## src/display_raster_timing_ctrl_consts.vh

```
/*
  constants of the raster timing and control core: register offsets,
  field positions, reset values.
  assumes: included by bare name into the core module only.
*/
// Summary of operation
// - soft reset bit restores defaults, self-clears
// - enabled: fetch pixels, drive colour and timing
// - disable finishes current frame, then stops
// - status bit shows stopped; software polls it
// - pixel counter per clock, line per line
// - all timing fields hold value minus one
// - line total spans active, borders, porches, sync
// - first pixel is 0; active below total
// - horizontal blank starts at programmed position
// - horizontal blank ends at programmed position
// - hsync spans programmed start to end
// - frame total spans lines, borders, porches, sync
// - active height minus one; first line 0
// - vertical blank starts at programmed line
// - vertical blank ends at programmed line
// - vsync spans programmed start to end line
// - vsync, vblank change at hsync leading edge
// - blank-start flags set, forwarded to endpoint
// - flags clear on write one or soft reset only
// - hsync, vsync, csync, blank outputs provided
// - each sync and blank polarity selectable
// - border regions show border colour
`ifndef DISPLAY_RASTER_TIMING_CTRL_CONSTS_VH
`define DISPLAY_RASTER_TIMING_CTRL_CONSTS_VH

// timing field width
`define DRT_TW 12

// register offsets
`define DRT_OFS_CTRL 8'h00
`define DRT_OFS_STATUS 8'h04
`define DRT_OFS_H_SIZE 8'h08
`define DRT_OFS_H_BLANK 8'h0c
`define DRT_OFS_H_SYNC 8'h10
`define DRT_OFS_V_SIZE 8'h14
`define DRT_OFS_V_BLANK 8'h18
`define DRT_OFS_V_SYNC 8'h1c
`define DRT_OFS_BORDER 8'h20

// control bits
`define DRT_CTRL_SRST 0
`define DRT_CTRL_EN 1
`define DRT_CTRL_POL_HS 2
`define DRT_CTRL_POL_VS 3
`define DRT_CTRL_POL_CS 4
`define DRT_CTRL_POL_BL 5

// status bits
`define DRT_STS_RUN 0
`define DRT_STS_HBI 1
`define DRT_STS_VBI 2

// pair fields: low field at bit 0, high field at bit 16
`define DRT_LO 0
`define DRT_HI 16

// reset values (640x480 timing, each minus one)
`define DRT_RST_H_TOTAL 12'h31f
`define DRT_RST_H_ACTIVE 12'h27f
`define DRT_RST_H_BSTART 12'h27f
`define DRT_RST_H_BEND 12'h31f
`define DRT_RST_H_SSTART 12'h28f
`define DRT_RST_H_SEND 12'h2ef
`define DRT_RST_V_TOTAL 12'h20c
`define DRT_RST_V_ACTIVE 12'h1df
`define DRT_RST_V_BSTART 12'h1df
`define DRT_RST_V_BEND 12'h20c
`define DRT_RST_V_SSTART 12'h1e9
`define DRT_RST_V_SEND 12'h1eb
`define DRT_RST_BORDER 24'h000000
`define DRT_RST_POL 4'h0

`endif

```

## src/display_raster_timing_ctrl.v

```verilog
/*
  display_controller_core raster timing generator: programmable
  horizontal and vertical timing, sync and blank outputs with
  selectable polarity, border insert, blank-start flags, enable
  that stops at frame end, self-clearing soft reset.
  assumes: clk_in is the pixel clock; the pixel source answers
  pix_req_out with pix_data_in in the same cycle.
*/
`include "display_raster_timing_ctrl_consts.vh"

module display_raster_timing_ctrl (
  input wire clk_in,
  input wire arst_n_in,
  input wire [7:0] reg_addr_in,
  input wire [31:0] reg_wdata_in,
  input wire reg_wr_in,
  input wire reg_rd_in,
  output wire [31:0] reg_rdata_out,
  input wire [23:0] pix_data_in,
  output wire pix_req_out,
  output wire [23:0] rgb_out,
  output wire hsync_out,
  output wire vsync_out,
  output wire csync_out,
  output wire blank_out,
  output wire [1:0] endpoint_irq_status_out,
  output wire controller_running_flag_out
);

  localparam TW = `DRT_TW;
  // counter step at field width, so sums keep the width of the counters
  localparam [TW-1:0] ONE = {{(TW-1){1'b0}}, 1'b1};

  // counter sits inside (start, end]; fields are value minus one
  function in_win;
    input [TW-1:0] cnt;
    input [TW-1:0] lo;
    input [TW-1:0] hi;
    begin
      in_win = (cnt > lo) && (cnt <= hi);
    end
  endfunction

  // software configuration
  reg srst_ff; // one-cycle soft reset
  reg en_ff;
  reg [3:0] pol_ff; // hs, vs, cs, blank: 1 = active low
  reg [TW-1:0] h_tot_ff; // last pixel of a line
  reg [TW-1:0] h_act_ff; // last active pixel
  reg [TW-1:0] h_bs_ff; // blank begins after this pixel
  reg [TW-1:0] h_be_ff; // blank ends with this pixel
  reg [TW-1:0] h_ss_ff; // sync begins after this pixel
  reg [TW-1:0] h_se_ff; // sync ends with this pixel
  reg [TW-1:0] v_tot_ff; // last line of a frame
  reg [TW-1:0] v_act_ff; // last active line
  reg [TW-1:0] v_bs_ff; // vertical blank begins after this line
  reg [TW-1:0] v_be_ff; // vertical blank ends with this line
  reg [TW-1:0] v_ss_ff; // vertical sync begins after this line
  reg [TW-1:0] v_se_ff; // vertical sync ends with this line
  reg [23:0] border_ff;
  reg hbi_ff; // horizontal blank start flag
  reg vbi_ff; // vertical blank start flag
  reg [31:0] rdata_ff;

  // raster core
  reg run_ff;
  reg [TW-1:0] h_cnt_ff; // pixel within the line
  reg [TW-1:0] v_cnt_ff; // line within the frame
  reg vact_ln_ff; // line holds active pixels
  reg vbl_ln_ff; // line is vertically blanked
  reg vs_ln_ff; // line carries vertical sync

  // stage 1: regions of the current count
  reg s1_req_ff; // pixel fetched for this count
  reg s1_hb_ff; // horizontal blank, for the edge detect
  reg s1_bl_ff; // composite blank
  reg s1_bd_ff; // border pixel
  reg s1_hs_ff; // horizontal sync
  reg s1_vs_ff; // vertical sync

  // stage 2: pins
  reg [23:0] rgb_ff;
  reg hs_ff; // horizontal sync pin
  reg vs_ff; // vertical sync pin
  reg cs_ff; // composite sync pin
  reg bl_ff; // blank pin

  // write decode
  wire wr_ctrl = reg_wr_in && (reg_addr_in == `DRT_OFS_CTRL);
  wire wr_sts = reg_wr_in && (reg_addr_in == `DRT_OFS_STATUS);

  // line and frame ends
  wire h_last = (h_cnt_ff == h_tot_ff);
  wire v_last = (v_cnt_ff == v_tot_ff);
  // line that follows the current one, wrapping at frame end
  wire [TW-1:0] v_next = v_last ? {TW{1'b0}} : v_cnt_ff + ONE;

  // horizontal regions
  wire h_act = (h_cnt_ff <= h_act_ff);
  wire h_bl = in_win(h_cnt_ff, h_bs_ff, h_be_ff);
  wire h_sy = in_win(h_cnt_ff, h_ss_ff, h_se_ff);
  // one count ahead of the sync window: the vertical latches then reach
  // stage 1 at the same edge as the first sync count, so the pins move together
  wire hs_lead = (h_cnt_ff == h_ss_ff);

  // vertical regions for the following line
  wire nv_act = (v_next <= v_act_ff);
  wire nv_bl = in_win(v_next, v_bs_ff, v_be_ff);
  wire nv_sy = in_win(v_next, v_ss_ff, v_se_ff);

  // pixel and blank classification
  wire px_act = run_ff && h_act && vact_ln_ff;
  wire px_bl = !run_ff || h_bl || vbl_ln_ff;
  wire hb_rise = run_ff && h_bl && !s1_hb_ff;

  // control register, soft reset pulse, enable, polarities
  always @(posedge clk_in or negedge arst_n_in) begin
    if (!arst_n_in) begin
      srst_ff <= 1'b0;
      en_ff <= 1'b0;
      pol_ff <= `DRT_RST_POL;
    end else if (srst_ff) begin
      // self-clears after the one reset cycle
      srst_ff <= 1'b0;
      en_ff <= 1'b0;
      pol_ff <= `DRT_RST_POL;
    end else if (wr_ctrl) begin
      srst_ff <= reg_wdata_in[`DRT_CTRL_SRST];
      en_ff <= reg_wdata_in[`DRT_CTRL_EN];
      pol_ff <= reg_wdata_in[`DRT_CTRL_POL_BL:`DRT_CTRL_POL_HS];
    end
  end

  // timing and border registers; meant to change only while stopped
  always @(posedge clk_in or negedge arst_n_in) begin
    if (!arst_n_in) begin
      h_tot_ff <= `DRT_RST_H_TOTAL;
      h_act_ff <= `DRT_RST_H_ACTIVE;
      h_bs_ff <= `DRT_RST_H_BSTART;
      h_be_ff <= `DRT_RST_H_BEND;
      h_ss_ff <= `DRT_RST_H_SSTART;
      h_se_ff <= `DRT_RST_H_SEND;
      v_tot_ff <= `DRT_RST_V_TOTAL;
      v_act_ff <= `DRT_RST_V_ACTIVE;
      v_bs_ff <= `DRT_RST_V_BSTART;
      v_be_ff <= `DRT_RST_V_BEND;
      v_ss_ff <= `DRT_RST_V_SSTART;
      v_se_ff <= `DRT_RST_V_SEND;
      border_ff <= `DRT_RST_BORDER;
    end else if (srst_ff) begin
      // soft reset loads the same defaults as power-up
      h_tot_ff <= `DRT_RST_H_TOTAL;
      h_act_ff <= `DRT_RST_H_ACTIVE;
      h_bs_ff <= `DRT_RST_H_BSTART;
      h_be_ff <= `DRT_RST_H_BEND;
      h_ss_ff <= `DRT_RST_H_SSTART;
      h_se_ff <= `DRT_RST_H_SEND;
      v_tot_ff <= `DRT_RST_V_TOTAL;
      v_act_ff <= `DRT_RST_V_ACTIVE;
      v_bs_ff <= `DRT_RST_V_BSTART;
      v_be_ff <= `DRT_RST_V_BEND;
      v_ss_ff <= `DRT_RST_V_SSTART;
      v_se_ff <= `DRT_RST_V_SEND;
      border_ff <= `DRT_RST_BORDER;
    end else if (reg_wr_in) begin
      // no shadowing: a write while running takes effect at once
      case (reg_addr_in)
        `DRT_OFS_H_SIZE: begin
          h_tot_ff <= reg_wdata_in[`DRT_HI+TW-1:`DRT_HI];
          h_act_ff <= reg_wdata_in[`DRT_LO+TW-1:`DRT_LO];
        end
        `DRT_OFS_H_BLANK: begin
          h_be_ff <= reg_wdata_in[`DRT_HI+TW-1:`DRT_HI];
          h_bs_ff <= reg_wdata_in[`DRT_LO+TW-1:`DRT_LO];
        end
        `DRT_OFS_H_SYNC: begin
          h_se_ff <= reg_wdata_in[`DRT_HI+TW-1:`DRT_HI];
          h_ss_ff <= reg_wdata_in[`DRT_LO+TW-1:`DRT_LO];
        end
        `DRT_OFS_V_SIZE: begin
          v_tot_ff <= reg_wdata_in[`DRT_HI+TW-1:`DRT_HI];
          v_act_ff <= reg_wdata_in[`DRT_LO+TW-1:`DRT_LO];
        end
        `DRT_OFS_V_BLANK: begin
          v_be_ff <= reg_wdata_in[`DRT_HI+TW-1:`DRT_HI];
          v_bs_ff <= reg_wdata_in[`DRT_LO+TW-1:`DRT_LO];
        end
        `DRT_OFS_V_SYNC: begin
          v_se_ff <= reg_wdata_in[`DRT_HI+TW-1:`DRT_HI];
          v_ss_ff <= reg_wdata_in[`DRT_LO+TW-1:`DRT_LO];
        end
        `DRT_OFS_BORDER: begin
          border_ff <= reg_wdata_in[23:0];
        end
        default: begin
          // other offsets hold no timing field
        end
      endcase
    end
  end

  // blank-start flags: set wins over a write-one clear
  always @(posedge clk_in or negedge arst_n_in) begin
    if (!arst_n_in) begin
      hbi_ff <= 1'b0;
      vbi_ff <= 1'b0;
    end else if (srst_ff) begin
      hbi_ff <= 1'b0;
      vbi_ff <= 1'b0;
    end else begin
      hbi_ff <= hb_rise | (hbi_ff & ~(wr_sts & reg_wdata_in[`DRT_STS_HBI]));
      vbi_ff <= (run_ff & hs_lead & nv_bl & ~vbl_ln_ff) |
                (vbi_ff & ~(wr_sts & reg_wdata_in[`DRT_STS_VBI]));
    end
  end

  // read data, valid the cycle after the strobe
  always @(posedge clk_in or negedge arst_n_in) begin
    if (!arst_n_in) begin
      rdata_ff <= 32'h00000000;
    end else if (reg_rd_in) begin
      case (reg_addr_in)
        `DRT_OFS_CTRL: rdata_ff <= {26'h0000000, pol_ff, en_ff, srst_ff};
        `DRT_OFS_STATUS: rdata_ff <= {29'h00000000, vbi_ff, hbi_ff, run_ff};
        `DRT_OFS_H_SIZE: rdata_ff <= {4'h0, h_tot_ff, 4'h0, h_act_ff};
        `DRT_OFS_H_BLANK: rdata_ff <= {4'h0, h_be_ff, 4'h0, h_bs_ff};
        `DRT_OFS_H_SYNC: rdata_ff <= {4'h0, h_se_ff, 4'h0, h_ss_ff};
        `DRT_OFS_V_SIZE: rdata_ff <= {4'h0, v_tot_ff, 4'h0, v_act_ff};
        `DRT_OFS_V_BLANK: rdata_ff <= {4'h0, v_be_ff, 4'h0, v_bs_ff};
        `DRT_OFS_V_SYNC: rdata_ff <= {4'h0, v_se_ff, 4'h0, v_ss_ff};
        `DRT_OFS_BORDER: rdata_ff <= {8'h00, border_ff};
        default: rdata_ff <= 32'h00000000; // unmapped reads zero
      endcase
    end
  end

  // raster counters and run state
  always @(posedge clk_in or negedge arst_n_in) begin
    if (!arst_n_in) begin
      run_ff <= 1'b0;
      h_cnt_ff <= {TW{1'b0}};
      v_cnt_ff <= {TW{1'b0}};
      vact_ln_ff <= 1'b0;
      vbl_ln_ff <= 1'b0;
      vs_ln_ff <= 1'b0;
    end else if (srst_ff) begin
      run_ff <= 1'b0;
      h_cnt_ff <= {TW{1'b0}};
      v_cnt_ff <= {TW{1'b0}};
      vact_ln_ff <= 1'b0;
      vbl_ln_ff <= 1'b0;
      vs_ln_ff <= 1'b0;
    end else if (!run_ff) begin
      // stopped: counters held at pixel 0 of line 0
      h_cnt_ff <= {TW{1'b0}};
      v_cnt_ff <= {TW{1'b0}};
      if (en_ff) begin
        run_ff <= 1'b1;
        // line 0 state, since no hsync edge has latched it yet
        vact_ln_ff <= 1'b1;
        vbl_ln_ff <= in_win({TW{1'b0}}, v_bs_ff, v_be_ff);
        vs_ln_ff <= in_win({TW{1'b0}}, v_ss_ff, v_se_ff);
      end
    end else begin
      h_cnt_ff <= h_last ? {TW{1'b0}} : h_cnt_ff + ONE;
      if (h_last) begin
        v_cnt_ff <= v_next;
      end
      // vertical outputs move with the hsync leading edge
      if (hs_lead) begin
        vact_ln_ff <= nv_act;
        vbl_ln_ff <= nv_bl;
        vs_ln_ff <= nv_sy;
      end
      // disable is honoured only at the end of the frame
      if (h_last && v_last && !en_ff) begin
        run_ff <= 1'b0;
        vact_ln_ff <= 1'b0;
        vbl_ln_ff <= 1'b0;
        vs_ln_ff <= 1'b0;
      end
    end
  end

  // stage 1: classify the current count
  always @(posedge clk_in or negedge arst_n_in) begin
    if (!arst_n_in) begin
      s1_req_ff <= 1'b0;
      s1_hb_ff <= 1'b1;
      s1_bl_ff <= 1'b1;
      s1_bd_ff <= 1'b0;
      s1_hs_ff <= 1'b0;
      s1_vs_ff <= 1'b0;
    end else begin
      s1_req_ff <= px_act;
      // forced high while stopped so a restart gives no false edge
      s1_hb_ff <= !run_ff || h_bl;
      s1_bl_ff <= px_bl;
      s1_bd_ff <= run_ff && !px_act && !px_bl;
      s1_hs_ff <= run_ff && h_sy;
      s1_vs_ff <= run_ff && vs_ln_ff;
    end
  end

  // stage 2: colour mux and polarity at the pins
  always @(posedge clk_in or negedge arst_n_in) begin
    if (!arst_n_in) begin
      rgb_ff <= 24'h000000;
      hs_ff <= 1'b0;
      vs_ff <= 1'b0;
      cs_ff <= 1'b0;
      bl_ff <= 1'b0;
    end else begin
      // the pixel source answers the request in the same cycle
      if (s1_req_ff) begin
        rgb_ff <= pix_data_in;
      end else if (s1_bd_ff) begin
        rgb_ff <= border_ff;
      end else begin
        rgb_ff <= 24'h000000;
      end
      hs_ff <= s1_hs_ff ^ pol_ff[0];
      vs_ff <= s1_vs_ff ^ pol_ff[1];
      cs_ff <= (s1_hs_ff | s1_vs_ff) ^ pol_ff[2];
      bl_ff <= s1_bl_ff ^ pol_ff[3];
    end
  end

  // pins straight from flops
  assign reg_rdata_out = rdata_ff;
  assign pix_req_out = s1_req_ff;
  assign rgb_out = rgb_ff;
  assign hsync_out = hs_ff;
  assign vsync_out = vs_ff;
  assign csync_out = cs_ff;
  assign blank_out = bl_ff;
  assign endpoint_irq_status_out = {vbi_ff, hbi_ff};
  assign controller_running_flag_out = run_ff;

endmodule

```

## config.mk

```make
export PLATFORM = sky130hd
export DESIGN_NAME = display_raster_timing_ctrl
export DESIGN_NICKNAME = d
export VERILOG_FILES = /design/src/display_raster_timing_ctrl.v
export VERILOG_INCLUDE_DIRS = /design/src
export SDC_FILE = /design/constraint.sdc
export NUM_CORES = 1
export LEC_CHECK = 0
export BUFFER_PORTS_ARGS = -buffer_cell sky130_fd_sc_hd__buf_2
export CAP_MARGIN = 20
export CORE_MARGIN = 1.5
export CORE_UTILIZATION = 45
export DETAILED_ROUTE_END_ITERATION = 10
export SLEW_MARGIN = 5
export SYNTH_ARGS = -nofsm -noshare
export SYNTH_HDL_FRONTEND = slang
export SYNTH_SLANG_ARGS = --single-unit
```

## constraint.sdc

```tcl
create_clock -name clk_in -period 6.4 [get_ports clk_in]
set_input_delay 0.32 -clock clk_in [delete_from_list [all_inputs] [get_ports clk_in]]
set_output_delay 0.32 -clock clk_in [all_outputs]
set_load 0.02 [all_outputs]
```

==> run_results.csv <==
group,metric,value,unit
run_status,status,"complete, no violations",
critical_path,critPathKind,"reg2reg",
finish,final-seq-area,6760,um^2
sta,tightest_slew,1.10,ns
synthesis,synth_area,15200,um^2
synthesis,syn_area_per_cell,8.70,um^2
critical_path,reg2regPathDepth,12,
sta,finalMaxSlewViolations,0,
sta,timing.slew.headroom,0.266,
cts,cts_resized,0,
sta,finalSetupViolCount,0,
route,drt_pass1_iterations,6,
synthesis,synth_top_cell_by_area,"dfrtp_1",
power,power_frac_comb,0.167,
synthesis,yosysWarnings,0,
critical_path,crit_top_cell,"nor2b_1",
route,drc,0,
sta,hold_slack,0.0674,ns
floorplan,rows,67,
placed_design,place_congestion,0.899,
critical_path,critPathTopFamily,"simple AND/OR/NAND/NOR gates",
floorplan,die_x,187,um
critical_path,cp.arrival,4.55,ns
sta,max_freq,0.244,GHz
hold_path,hold_class,"in2reg",
power,p_per_area,263,nW/um^2
power,ir_drop,0.000207,V
synthesis,ys_ff_latch,266,
global_route,grt_max_degree,138,
critical_path,critPathBufInv,0,
cts,numCtsBuffers,30,
synthesis,synth-main-ff-cell,"dfrtp_1",
cts,ctsRootBufferMaster,"clkbuf_16",
route,drtIter0Drc,1243,
power,p_sw,1.34,mW
floorplan,initial_core_util,0.456,
route,drt-wirelength-per-cell,21.0,um
synthesis,synth_top_area_share,0.305,
sta,hold_viol,0,
finish,nFillCells,3193,
sta,fin_crit_sh,0.640,
sta,fin_ws,2.30,ns
cts,clock_latency,0.57,ns
synthesis,ys_top_cells_by_area,"dfrtp_1, dfstp_2, nand2_1",
finish,insertedDiodeCount,0,
floorplan,core_area,33400,um^2
synthesis,netlist_instances,1747,
synthesis,async_reset_ff_frac,1.00,
sta,rsz0062_at_grt,"no",
critical_path,path_cells,"xnor2_1 -> nand4_1 -> nor3_4 -> nor2b_1 -> ha_1 -> nor2b_1 -> o21a_1 -> o21ai_0 -> nand2b_1 -> a311oi_1 -> o221ai_1 -> o41ai_1",
job,cap_violations,0,
global_route,grt_pass1_wl,75.7,mm
power,pwr-share-seq,0.427,
finish,syn_to_final_growth,16.0,%
global_route,globalRouteOverflowTotal,0,
route,ant_nets,0,
cts,cts_buffer_depth,3,
synthesis,synth_seq_area_share,0.445,
power,p_clk_frac,0.406,
placed_design,io_buffers,123,
critical_path,cp.depth,12,
cts,clkTransAtPathRegs,0.06,ns
sta,finalWorstPathRequiredPeriod,4.10,ns
power,p_int,3.30,mW
finish,multi_input_area,7510,um^2
cts,ctsHtreeMaxLevel,1,
finish,drive_gt1_frac,0.156,
critical_path,endpoint_kind,"flip-flop",
critical_path,critPathSlowestCell,"nor3_4",
route,via_per_inst,5.66,
finish,nNetsFinal,2035,
route,vias,13142,
sta,timing.clock.skew,0.0124,ns
critical_path,worstPathMaxFanout,18,
placed_design,hpwl,33.7,mm
power,power.leakage,7.88,nW
global_route,track_usage,0.281,
critical_path,crit_required,6.85,ns
global_route,grt_pass1_vias,12874,
hold_path,hold_path_depth,3,
cts,clock_sinks,266,
critical_path,cp-start-kind,"flip-flop",
floorplan,die_y,187,um
sta,fin_tns_setup,0,ns
floorplan,io_pins,132,
synthesis,synth-edff-count,0,
synthesis,ys_types,63,
floorplan,die-area,34900,um^2
placed_design,post-place-ws,2.44,ns
global_route,antenna_found_initial,1,
critical_path,max_stage_delay,0.82,ns
route,wirelength,48.8,mm
power,swShare,0.289,
cts,cts_tree,"built",
power groups by stage:
stage / sequential (mW) / clock, mW / combinational, mW
floorplan: 1.99 / 0 / 0.464
global placement: 2.00 / 0 / 0.742
detailed placement: 2.01 / 0 / 0.758
CTS: 1.98 / 1.92 / 0.775
global route: 2.00 / 1.99 / 0.867
finish: 1.98 / 1.89 / 0.775
per-stage QoR:
stage	utilization	instances	total power [mW]	instance area [um^2]
floorplan	-	1750	2.46	15200
global placement	0.484	2232	2.75	16100
detailed placement	0.484	2232	2.77	16100
CTS	0.525	2317	4.68	17500
global route	0.528	2322	4.85	17600
finish	0.528	2322	4.64	17600
Yosys cell counts, drive strengths merged, types with 27 or more instances:
cell type	count
nand2	445
dfrtp	185
a21oi	146
inv	143
ha	117
clkbuf	89
dfstp	81
nand3b	81
nor2	51
o21ai	41
xnor2	41
nand3	37
a21o	29
nand4	27
final timing paths:
kind                             startpoint  slack, ns          to
setup / recovery                v_tot_ff[3]       2.30      vbi_ff
hold / removal             reg_wdata_in[24]       0.07  v_se_ff[8]
setup reg to reg                v_tot_ff[3]       2.30      vbi_ff
hold reg to reg                    s1_hs_ff       0.47   hsync_out
max in group asynchronous         arst_n_in       4.84  v_ss_ff[4]
min in group asynchronous         arst_n_in       0.30  rgb_out[0]
placed cells by master (no fill, tap or decap), types with 27 or more instances in the layout:
cell / Yosys / routed
nand3_1: 36 / 36
dfrtp_1: 185 / 184
buf_2: 11 / 122
nand4_1: 27 / 27
dlygate4sd3_1: 0 / 29
nand2_1: 445 / 445
inv_1: 142 / 142
dfstp_2: 81 / 81
nand3b_1: 81 / 81
a21o_1: 29 / 29
a21oi_1: 146 / 146
clkbuf_16: 0 / 31
ha_1: 117 / 117
nor2_1: 48 / 46
xnor2_1: 40 / 40
area by class of cell:
class	count	area share
clock buffers	46	0.0517
clock inverters	10	0.0101
inverters	144	0.0307
multi-input cells	1234	0.426
flip-flops and latches	266	0.384
well taps	448	0.0318
repair buffers	174	0.0663
kinds of logic after synthesis:
logic type      share of synthesized area
compound gates                      0.139
xor+xnor                           0.0310
fa+ha+maj                          0.0976
buf+inv                            0.0641
flops                               0.445
mux                              0.000658
other cells                      0.000247
simple gates                        0.223
flip-flops by register name, indices dropped and copies added (netlist names), 4 cells and up:
signal and flops:
h_act_ff 12, v_ss_ff 12, v_cnt_ff 12, border_ff 24, rgb_out 24, v_se_ff 12
v_be_ff 12, pol_ff 4, v_act_ff 12, v_tot_ff 12, v_bs_ff 12, reg_rdata_out 28
h_cnt_ff 12, h_se_ff 12, h_tot_ff 12, h_ss_ff 12, h_bs_ff 12, h_be_ff 12
metal layers:
| layer | wire [um] | track usage |
|---|---|---|
| met1 | 21300 | 0.386 |
| met2 | 22100 | 0.441 |
| met3 | 3140 | 0.0355 |
| met4 | 2330 | 0.131 |
| met5 | 0 | 0 |
tightest hold or removal path: cells and delay by family:
family,cells,cell delay [ns]
and+or+nand+nor,2,0.14
buffers and inverters,1,0.16
repair_timing:
action | CTS | global route
hold buffers | 29 | 0
hold endpoints to repair | 81 | 0
buffers inserted | 0 | 0
Power figures use the tool's default switching activity.
